--- config.mk ---
export PLATFORM = sky130hd
export DESIGN_NAME = phy_basic_mode_control
export DESIGN_NICKNAME = d
export VERILOG_FILES = /design/src/core/phy_basic_mode_control.v
export VERILOG_INCLUDE_DIRS = /design/src /design/src/core
export SDC_FILE = /design/constraint.sdc
export NUM_CORES = 1
export LEC_CHECK = 0
export BUFFER_PORTS_ARGS = -buffer_cell sky130_fd_sc_hd__buf_2
export CAP_MARGIN = 15
export CORE_ASPECT_RATIO = 0.9
export CORE_MARGIN = 4
export CORE_UTILIZATION = 41
export CTS_CLUSTER_SIZE = 14
export DETAILED_ROUTE_END_ITERATION = 10
export GPL_TIMING_DRIVEN = 0
export HOLD_SLACK_MARGIN = 0.08
export PLACE_DENSITY = 0.73
export SLEW_MARGIN = 10
export SYNTH_ARGS = -nofsm -noshare
export SYNTH_HDL_FRONTEND = slang
export SYNTH_SLANG_ARGS = --single-unit
export TNS_END_PERCENT = 100
--- constraint.sdc ---
create_clock -name clock -period 1.1 [get_ports clock]
set_input_delay 0.11 -clock clock [delete_from_list [all_inputs] [get_ports clock]]
set_output_delay 0.11 -clock clock [all_outputs]
set_load 0.005 [all_outputs]
--- src/core/phy_mode_defines.vh ---
// constants for the basic mode control register block
// assumes inclusion by bare name from core/ design files
`ifndef PHY_MODE_DEFINES_VH
`define PHY_MODE_DEFINES_VH
// ------------------------------------------------------------
// basic_mode_control field positions
// ------------------------------------------------------------
`define BMC_RESET_BIT      15
`define BMC_LOOPBACK_BIT   14
`define BMC_RATE_BIT       13
`define BMC_NEG_EN_BIT     12
`define BMC_LOW_POWER_BIT  11
`define BMC_ISOLATE_BIT    10
`define BMC_RESTART_BIT    9
`define BMC_DUPLEX_BIT     8
`define BMC_COL_TEST_BIT   7
`define BMC_RSVD_MSB       6
`define BMC_ADDR_ZERO      5'h00
`define BMC_RSVD_ZERO      7'h00
// ------------------------------------------------------------
// reset values
// ------------------------------------------------------------
`define BMC_RATE_RST       1'b1
`define BMC_NEG_EN_RST     1'b1
`define BMC_RESTART_RST    1'b0
`define PIN_SYNC_RST       1'b0
`define OUT_RST            1'b0
`define RDATA_RST          16'h0000
// ------------------------------------------------------------
// timing (collision test), 25 MHz clock
// ------------------------------------------------------------
`define COL_ASSERT_CYC     2'd2
`define COL_CNT_ZERO       2'd0
`endif

--- src/core/phy_basic_mode_control.v ---
// basic mode control register and the mode logic it steers
// assumes a management port that presents decoded reg-0 accesses as
// one-cycle read/write strobes on the device clock; the mac side
// tx enable arrives synchronous to that clock.
`timescale 1ns/1ps
`include "phy_mode_defines.vh"

// Function
// - hardware mode: rate from rate pin
// - hardware mode: status shows active link rate
// - software, negotiation on: rate from negotiation
// - software, negotiation off: bit picks 10/100
// - hardware mode: negotiation enable from pin
// - software: enable bit selects forced or negotiated
// - low power: mac outputs driven low
// - low power: transmit pair tristated
// - low power entry clears latching status bits
// - isolate: mac outputs high-z, inputs ignored
// - isolate leaves management access working
// - isolate reset value from zero address
// - restart ignored while negotiation disabled
// - restart self-clears once negotiation begins
// - hardware mode: duplex from pin
// - hardware mode: status shows active link duplex
// - software: duplex negotiated or from bit
// - loopback: duplex bit has no effect
// - collision test off: col ignores tx enable
// - collision test on: col tracks tx enable
// - reserved low bits read zero
module phy_basic_mode_control (
    input  wire        clock,
    input  wire        rst_n,
    input  wire [4:0]  phy_address,
    input  wire        config_source_pin,
    input  wire        rate_select_pin,
    input  wire        negotiation_select_pin,
    input  wire        duplex_select_pin,
    input  wire        reg_write,
    input  wire        reg_read,
    input  wire [15:0] reg_wdata,
    input  wire        neg_started,
    input  wire        neg_rate_100,
    input  wire        neg_full_duplex,
    input  wire        link_rate_100,
    input  wire        link_full_duplex,
    input  wire        tx_enable,
    input  wire        mac_data_valid,
    input  wire        mac_carrier,
    output reg  [15:0] reg_rdata,
    output reg         rate_100,
    output reg         full_duplex,
    output reg         neg_enable,
    output reg         neg_restart,
    output reg         low_power,
    output reg         loopback,
    output reg         tx_pair_tristate,
    output reg         latch_clear,
    output reg         mac_out_enable,
    output reg         mac_tx_accept,
    output reg         collision,
    output reg         rx_valid_out,
    output reg         carrier_out,
    output reg         status_rate_100,
    output reg         status_full_duplex
);

    // ------------------------------------------------------------
    // pin synchronisers: three stages, change counts when 2 and 3 agree
    // ------------------------------------------------------------
    localparam PIN_COUNT = 4;
    localparam PIN_CFG   = 0;
    localparam PIN_RATE  = 1;
    localparam PIN_NEG   = 2;
    localparam PIN_DPX   = 3;

    wire [PIN_COUNT-1:0] pin_raw;
    wire [PIN_COUNT-1:0] pin_level;
    wire                 cfg_level;
    wire                 rate_pin_level;
    wire                 neg_pin_level;
    wire                 dpx_pin_level;

    assign pin_raw = {duplex_select_pin, negotiation_select_pin,
                      rate_select_pin, config_source_pin};

    genvar pin_idx;
    generate
        for (pin_idx = 0; pin_idx < PIN_COUNT; pin_idx = pin_idx + 1) begin : pin_sync
            reg stage1_reg;
            reg stage2_reg;
            reg stage3_reg;
            reg level_reg;

            // a lone disagreement of stages 2 and 3 is a glitch or a
            // settling flop, so the level waits for them to agree
            always @(posedge clock or negedge rst_n) begin
                if (!rst_n) begin
                    stage1_reg <= `PIN_SYNC_RST;
                    stage2_reg <= `PIN_SYNC_RST;
                    stage3_reg <= `PIN_SYNC_RST;
                    level_reg  <= `PIN_SYNC_RST;
                end else begin
                    stage1_reg <= pin_raw[pin_idx];
                    stage2_reg <= stage1_reg;
                    stage3_reg <= stage2_reg;
                    if (stage2_reg == stage3_reg)
                        level_reg <= stage3_reg;
                end
            end

            assign pin_level[pin_idx] = level_reg;
        end
    endgenerate

    assign cfg_level      = pin_level[PIN_CFG];
    assign rate_pin_level = pin_level[PIN_RATE];
    assign neg_pin_level  = pin_level[PIN_NEG];
    assign dpx_pin_level  = pin_level[PIN_DPX];

    // ------------------------------------------------------------
    // register bits
    // ------------------------------------------------------------
    reg  loop_bit_reg;
    reg  rate_bit_reg;
    reg  neg_bit_reg;
    reg  lp_bit_reg;
    reg  iso_bit_reg;
    reg  restart_bit_reg;
    reg  dpx_bit_reg;
    reg  col_bit_reg;
    reg  iso_init_reg;
    wire sw_mode;
    wire neg_en_eff;

    assign sw_mode    = cfg_level;
    assign neg_en_eff = sw_mode ? neg_bit_reg : neg_pin_level;

    // ------------------------------------------------------------
    // write decode
    // ------------------------------------------------------------
    // the first edge after reset belongs to the isolate default load,
    // so a write landing there is dropped
    wire wr_take;
    wire wr_restart;
    wire wr_low_power_on;

    assign wr_take         = reg_write && !iso_init_reg;
    // refusal judged on the enable in force before this write
    assign wr_restart      = wr_take && sw_mode && neg_en_eff &&
                             reg_wdata[`BMC_RESTART_BIT];
    assign wr_low_power_on = wr_take && !lp_bit_reg &&
                             reg_wdata[`BMC_LOW_POWER_BIT];

    // isolate default is loaded on the first clock after reset release,
    // since the address pins may not be used as an async reset value
    always @(posedge clock or negedge rst_n) begin
        if (!rst_n) begin
            iso_init_reg    <= 1'b1;
            loop_bit_reg    <= 1'b0;
            rate_bit_reg    <= `BMC_RATE_RST;
            neg_bit_reg     <= `BMC_NEG_EN_RST;
            lp_bit_reg      <= 1'b0;
            iso_bit_reg     <= 1'b0;
            dpx_bit_reg     <= 1'b0;
            col_bit_reg     <= 1'b0;
        end else begin
            iso_init_reg <= 1'b0;
            if (iso_init_reg) begin
                iso_bit_reg <= (phy_address == `BMC_ADDR_ZERO);
            end else if (reg_write) begin
                // management writes are honoured while isolated
                loop_bit_reg <= reg_wdata[`BMC_LOOPBACK_BIT];
                rate_bit_reg <= reg_wdata[`BMC_RATE_BIT];
                neg_bit_reg  <= reg_wdata[`BMC_NEG_EN_BIT];
                lp_bit_reg   <= reg_wdata[`BMC_LOW_POWER_BIT];
                iso_bit_reg  <= reg_wdata[`BMC_ISOLATE_BIT];
                dpx_bit_reg  <= reg_wdata[`BMC_DUPLEX_BIT];
                col_bit_reg  <= reg_wdata[`BMC_COL_TEST_BIT];
            end
        end
    end

    // set wins over a start report in the same cycle, so a fresh
    // restart is never swallowed by the end of the previous one
    always @(posedge clock or negedge rst_n) begin
        if (!rst_n)
            restart_bit_reg <= `BMC_RESTART_RST;
        else if (wr_restart)
            restart_bit_reg <= 1'b1;
        else if (neg_started || !neg_en_eff)
            restart_bit_reg <= 1'b0;
    end

    // ------------------------------------------------------------
    // effective mode and read data
    // ------------------------------------------------------------
    wire rate_eff;
    wire dpx_eff;
    wire col_eff;
    wire [15:0] rdata_next;

    assign rate_eff = !sw_mode ? rate_pin_level :
                      (neg_en_eff ? neg_rate_100 : rate_bit_reg);
    assign dpx_eff  = loop_bit_reg ? 1'b1 :
                      (!sw_mode ? dpx_pin_level :
                      (neg_en_eff ? neg_full_duplex : dpx_bit_reg));
    // col follows tx enable one cycle later, well
    // inside 512 bit times on assert and 4 bit times (at 10M) on release
    assign col_eff  = col_bit_reg & tx_enable & !lp_bit_reg;

    assign rdata_next = {1'b0, loop_bit_reg, rate_bit_reg, neg_bit_reg,
                         lp_bit_reg, iso_bit_reg, restart_bit_reg,
                         dpx_bit_reg, col_bit_reg, `BMC_RSVD_ZERO};

    // ------------------------------------------------------------
    // read data, held until the next read
    // ------------------------------------------------------------
    // management reads stay live whatever the isolate bit says
    always @(posedge clock or negedge rst_n) begin
        if (!rst_n)
            reg_rdata <= `RDATA_RST;
        else if (reg_read)
            reg_rdata <= rdata_next;
    end

    // ------------------------------------------------------------
    // effective mode outputs
    // ------------------------------------------------------------
    always @(posedge clock or negedge rst_n) begin
        if (!rst_n) begin
            rate_100         <= `OUT_RST;
            full_duplex      <= `OUT_RST;
            neg_enable       <= `OUT_RST;
            neg_restart      <= `OUT_RST;
            low_power        <= `OUT_RST;
            loopback         <= `OUT_RST;
            tx_pair_tristate <= `OUT_RST;
            latch_clear      <= `OUT_RST;
        end else begin
            rate_100         <= rate_eff;
            full_duplex      <= dpx_eff;
            neg_enable       <= neg_en_eff;
            neg_restart      <= restart_bit_reg;
            low_power        <= lp_bit_reg;
            loopback         <= loop_bit_reg;
            tx_pair_tristate <= lp_bit_reg;
            // one pulse on the write that turns low power on; a write
            // that leaves it on does not clear the latches again
            latch_clear      <= wr_low_power_on;
        end
    end

    // ------------------------------------------------------------
    // mac side gating
    // ------------------------------------------------------------
    // low power keeps drivers on but low; isolate turns them off.
    // the default-load edge counts as isolated, so no glitch of
    // enabled drivers shows before the address is known
    always @(posedge clock or negedge rst_n) begin
        if (!rst_n) begin
            mac_out_enable <= `OUT_RST;
            mac_tx_accept  <= `OUT_RST;
            collision      <= `OUT_RST;
            rx_valid_out   <= `OUT_RST;
            carrier_out    <= `OUT_RST;
        end else begin
            mac_out_enable <= !iso_bit_reg && !iso_init_reg;
            mac_tx_accept  <= !iso_bit_reg && !lp_bit_reg && !iso_init_reg;
            collision      <= col_eff && !iso_bit_reg;
            rx_valid_out   <= mac_data_valid && !lp_bit_reg;
            carrier_out    <= mac_carrier && !lp_bit_reg;
        end
    end

    // ------------------------------------------------------------
    // detailed status: link values in hardware mode
    // ------------------------------------------------------------
    always @(posedge clock or negedge rst_n) begin
        if (!rst_n) begin
            status_rate_100    <= `OUT_RST;
            status_full_duplex <= `OUT_RST;
        end else if (!sw_mode) begin
            status_rate_100    <= link_rate_100;
            status_full_duplex <= link_full_duplex;
        end else begin
            status_rate_100    <= rate_eff;
            status_full_duplex <= dpx_eff;
        end
    end

endmodule

Word-level counts from Yosys, hierarchy flattened
Index checks and enable logic that the tools add are counted.
{"block": "op_classes", "eq_ne": 4, "muxes": 12, "bitwise": 3, "n_reduce_logical": 21}
{"op": "1-bit logical AND", "count": 12}
{"op": "1-bit two-way mux", "count": 12}
{"op": "5-bit logical NOT", "count": 1}
{"op": "1-bit == test", "count": 4}
{"op": "1-bit logical NOT", "count": 4}
{"op": "2-bit nonzero test", "count": 2}
{"op": "1-bit AND", "count": 2}
{"op": "2-bit AND reduction", "count": 1}
{"op": "1-bit logical OR", "count": 1}
{"op": "1-bit NOT", "count": 1}
{"block": "totals", "ff_bits": 47, "in_bits": 37, "wordCells": 80}

Logic depth before layout (Yosys ltp)
{"block": "depth", "ltp_word": 6, "mapped_depth": 3, "mapped_depth_nobuf": 2}

Worst setup path before layout
OpenSTA, ideal clock, no wires.
{"block": "synth_timing", "path_type": "reg2reg", "startpoint": "register pin_sync[0].level_reg, in the netlist cfg_level", "endpoint": "register restart_bit_reg", "setup_time_ps": 122, "arrival_time_ps": 1013, "slack_ps": -34, "stages_incl_launch_ff": 4, "period_less_slack_ps": 1134, "cell_sequence": "dfrtp_1 -> buf_6 -> mux2_4 -> a32o_1"}
{"block": "synth_via", "elab_chain_cells": 4, "word_cells_on_any_way": 8, "classes_between": "mux: 2; reduce/logical: 6"}
{"item": "start, declared", "line_no": "phy_basic_mode_control.v:92", "rtl": "reg level_reg;"}
{"item": "start signal, assigned", "line_no": "phy_basic_mode_control.v:101", "rtl": "level_reg <= `PIN_SYNC_RST;"}
{"item": "start signal, assigned", "line_no": "phy_basic_mode_control.v:107", "rtl": "level_reg <= stage3_reg;"}
{"item": "1-bit two-way mux (*)", "line_no": "phy_basic_mode_control.v:136", "rtl": "assign neg_en_eff = sw_mode ? neg_bit_reg : neg_pin_level;"}
{"item": "net neg_en_eff", "line_no": "phy_basic_mode_control.v:133", "rtl": "wire neg_en_eff;"}
{"item": "1-bit logical AND or 1-bit logical NOT (tied branches)", "line_no": "phy_basic_mode_control.v:149, phy_basic_mode_control.v:190"}
{"item": "1-bit logical AND or 1-bit logical OR (tied branches)", "line_no": "phy_basic_mode_control.v:149, phy_basic_mode_control.v:190"}
{"item": "1-bit two-way mux or 2-bit nonzero test (tied branches)"}
{"item": "end signal, assigned", "line_no": "phy_basic_mode_control.v:187", "rtl": "restart_bit_reg <= `BMC_RESTART_RST;"}
{"item": "end, declared", "line_no": "phy_basic_mode_control.v:128", "rtl": "reg restart_bit_reg;"}
The timed path passes the listed nets; every way through them passes the cells marked *.
A chain may end at the register's enable or synchronous reset.

Worst setup path in the final report
{"block": "layout_timing", "startpoint": "register iso_init_reg", "endpoint": "register loop_bit_reg"}
{"block": "layout_via", "elab_chain_cells": 2}
{"item": "start, declared", "line_no": "phy_basic_mode_control.v:131", "rtl": "reg iso_init_reg;"}
{"item": "start signal, assigned", "line_no": "phy_basic_mode_control.v:158", "rtl": "iso_init_reg <= 1'b1;"}
{"item": "start signal, assigned", "line_no": "phy_basic_mode_control.v:167", "rtl": "iso_init_reg <= 1'b0;"}
{"item": "1-bit NOT (no source line)"}
{"item": "2-bit AND reduction (no source line)"}
{"item": "end signal, assigned", "line_no": "phy_basic_mode_control.v:172", "rtl": "loop_bit_reg <= reg_wdata[`BMC_LOOPBACK_BIT];"}
{"item": "end, declared", "line_no": "phy_basic_mode_control.v:123", "rtl": "reg loop_bit_reg;"}
No other way between the ends.

==> impl_results.md <==
- Ant diodes: 0
- Number of flops mapped to enable cells by yosys: 0
- Worst slew margin: 0.348
- Global-route wire length before repair: 4690 um
- Top cell type by total area after synthesis: dfrtp_1
- Max-cap violations: 0
- Synth cell count leaders: dfrtp_1, mux2_2, buf_4
- Clock root buffer: clkbuf_8
- Top Ports: 68
- Synth top area share: 0.670
- Drt via density: 4.45
- Total global-route track usage: 0.129
- Core ar.: 3780 um^2
- Most flop-heavy register: reg_rdata
- Worst EP arrival: 1300 ps
- Worst r2r dst: loop_bit_reg
- Ranking of synthesized cells by area: dfrtp_1, mux2_2, dfstp_2
- Die Height: 68.1 um
- Critical Path End Type: register
- Seq/Total Area, Yosys: 0.718
- # DRC: 0
- Multiplexer share of the synthesized area: 0.123
- Fin crit period: 1130 ps
- Area Overhead vs Synth: 40.6%
- Static Leak: 0.00115 uW
- Reg-to-Reg Start: iso_init_reg
- Yosys warns: 0
- Global placer's final weighted congestion: 0.754
- Routed WL per cell: 12.8 um
- Grt ovf: 0
- Drt pass-1 iters: 3
- Compound-Gate Fraction of Synth Area: 0.0221
- Reg2Reg Depth: 3
- Fill cells: 311
- Placement Setup Slack: -76.2 ps
- M3 GR Usage: 0.0382
- Max reg flops: 8
- Category of the critical setup timing path: reg -> reg
- Initial Util: 0.434
- Vias in the first global route: 1010
- TritonCTS clock tree: built
- Die width: 74.7 um
- Fin cells: 237
- Worst setup SP type: register
- Yosys cell types: 22
- Total die area: 5090 um^2
- Slew @ Worst Pin: 978 ps
- Seq cells post-synth: 47
- Cell with the most instances after synthesis: dfrtp_1
- Final ANT Viol Nets: 0
- Synth Instances: 105
- # port buffers: 50
- Synth Area in Simple Gates: 0.0533
- Outcome: complete, but fails checks
- Clk_lat worst skew: 290 ps
- Hold/Removal Path Class: in -> async
- CP required: 1270 ps
- Max Fclk: 0.888 GHz
- Synth Area in Adders: 0.0244
- Failing checks: hold timing, setup timing
- FF-to-FF setup slack: -30 ps
- PwrDens: 1720 nW/um^2
- Period utilization: 1.02
- Share of layout cells above drive strength 1: 0.487
- Setup violations, final: 5
- Mapped Area: 1640 um^2
- Largest net degree at the start of global routing: 48
- Placed Cells: 209
- RSZ-0062 raised after global routing: yes
- CTS max path bufs: 2
- Max Clock Skew: 7.64 ps
- Hold_ws: -32.4 ps
- Initial antenna violation count: 0
- Routed WL: 3020 um
- Number of max-slew violations in the final report: 0
- Total chip power: 3980 uW
- Largest family of logic cells by synthesized area: multiplexers
- Num CTS Buffers: 5
- Row cnt: 21
- Worst-path clk slew: 80 ps
- First DRT Iteration DRCs: 57
- DR vias: 1054
- Met1 Track Usage GR: 0.156
- Crit Path Max Fanout: 8
- Met2 Usage GRT: 0.208
- Final core occ: 0.610
- Syn_area_per_cell: 15.6 um^2
- XOR/XNOR Fraction of Synth Area: 0
- Setup ws final: -25.6 ps
- Multi-input gate area: 408 um^2
- CTS Hold Buffers Added: 16
- Storage element area: 1180 um^2
- CTS Sinks: 47
- Synth Flop Type: dfrtp_1
- Peak supply drop: 880 uV
- Post-synthesis async set-or-reset flop share: 1.00
- Post-DP HPWL: 2190 um
- H-Tree Depth: 2
- Grt peak-use layer: met2
- Hold Vio Cnt, Final: 44
- Final #Nets: 227
==> power breakdown <==
group	total, uW	switching (uW)	internal [uW]	leakage [uW]
logic	522	201	320	0.000524
registers	2020	105	1920	0.000561
clock network	1440	530	908	0.0000654
==> through the flow <==
stage | instance area [um^2] | TNS [ps]
2_1_floorplan | 1680 | -28.5
3_3_place_gp | 1980 | -213
3_5_place_dp | 1980 | -376
4_1_cts | 2310 | -129
5_1_grt | 2310 | -371
6_report | 2310 | -98.1
==> placed cells by master, fill, tap and decap left out <==
master,synthesis,routed
buf_2,2,51
dfrtp_1,44,44
dlygate4sd3_1,0,16
buf_4,9,15
mux2_2,14,14
conb_1,1,9
clkbuf_8,0,5
nor2b_1,4,4
nor2_1,4,4
maj3_1,4,4
nor3_1,3,3
a21oi_1,4,3
dfstp_2,3,3
mux2i_1,3,2
bufinv_16,0,2
mux2_4,1,1
and3b_1,1,1
mux2i_2,0,1
a21oi_2,0,1
nand2_1,1,1
nand2b_1,1,1
or4_1,1,1
o22ai_1,1,1
inv_1,1,1
and3_1,1,1
a32o_1,1,1
clkbuf_1,0,1
==> layer usage <==
| layer | vias up | share of wire |
|---|---|---|
| met5 | - | 0 |
| met1 | 502 | 0.41 |
| li1 | 506 | - |
| met3 | 8 | 0.074 |
| met2 | 38 | 0.50 |
| met4 | 0 | 0.025 |
==> cell type report <==
type,instances,area share
flip-flops and latches,47,0.511
inverters,1,0.00163
repair buffers,71,0.194
multi-input cells,53,0.177
clock inverters,2,0.0260
well taps,46,0.0249
plain buffers,11,0.0347
clock buffers,6,0.0314
==> how the worst max path moves through the flow <==
stage	from	endpoint	slack, ps	depth (start not counted)
final	iso_init_reg	loop_bit_reg	-30	3
after global routing	iso_init_reg	col_bit_reg	-70	3
after CTS	iso_init_reg	lp_bit_reg	-30	3
after detailed placement	iso_init_reg	lp_bit_reg	-80	3
after global placement	iso_init_reg	col_bit_reg	-50	3
after floorplan	iso_init_reg	col_bit_reg	-7	3
==> kinds of logic after synthesis <==
kind of cell,after synthesis
adder cells (fa/ha/maj),4
AND/OR/NAND/NOR,16
other,1
AO/OA/AOI/OAI,6
multiplexers,18
buffers and inverters,13
flip-flops,47
==> worst max-delay path, cell delays in order, from the launching register on <==
cell	delay, ps
dfstp_2	540
nor2b_1	40
buf_4	170
mux2_2	270
==> what timing repair did <==
action                                  in CTS  in global routing
endpoints found under the hold margin       61                  5
pin swaps                                    0                  3
buffers inserted                             4                  1
resized for setup                            1                  1
cloned                                       0                  0
endpoints found under the setup margin       8                 12
Power figures use the tool's default switching activity.
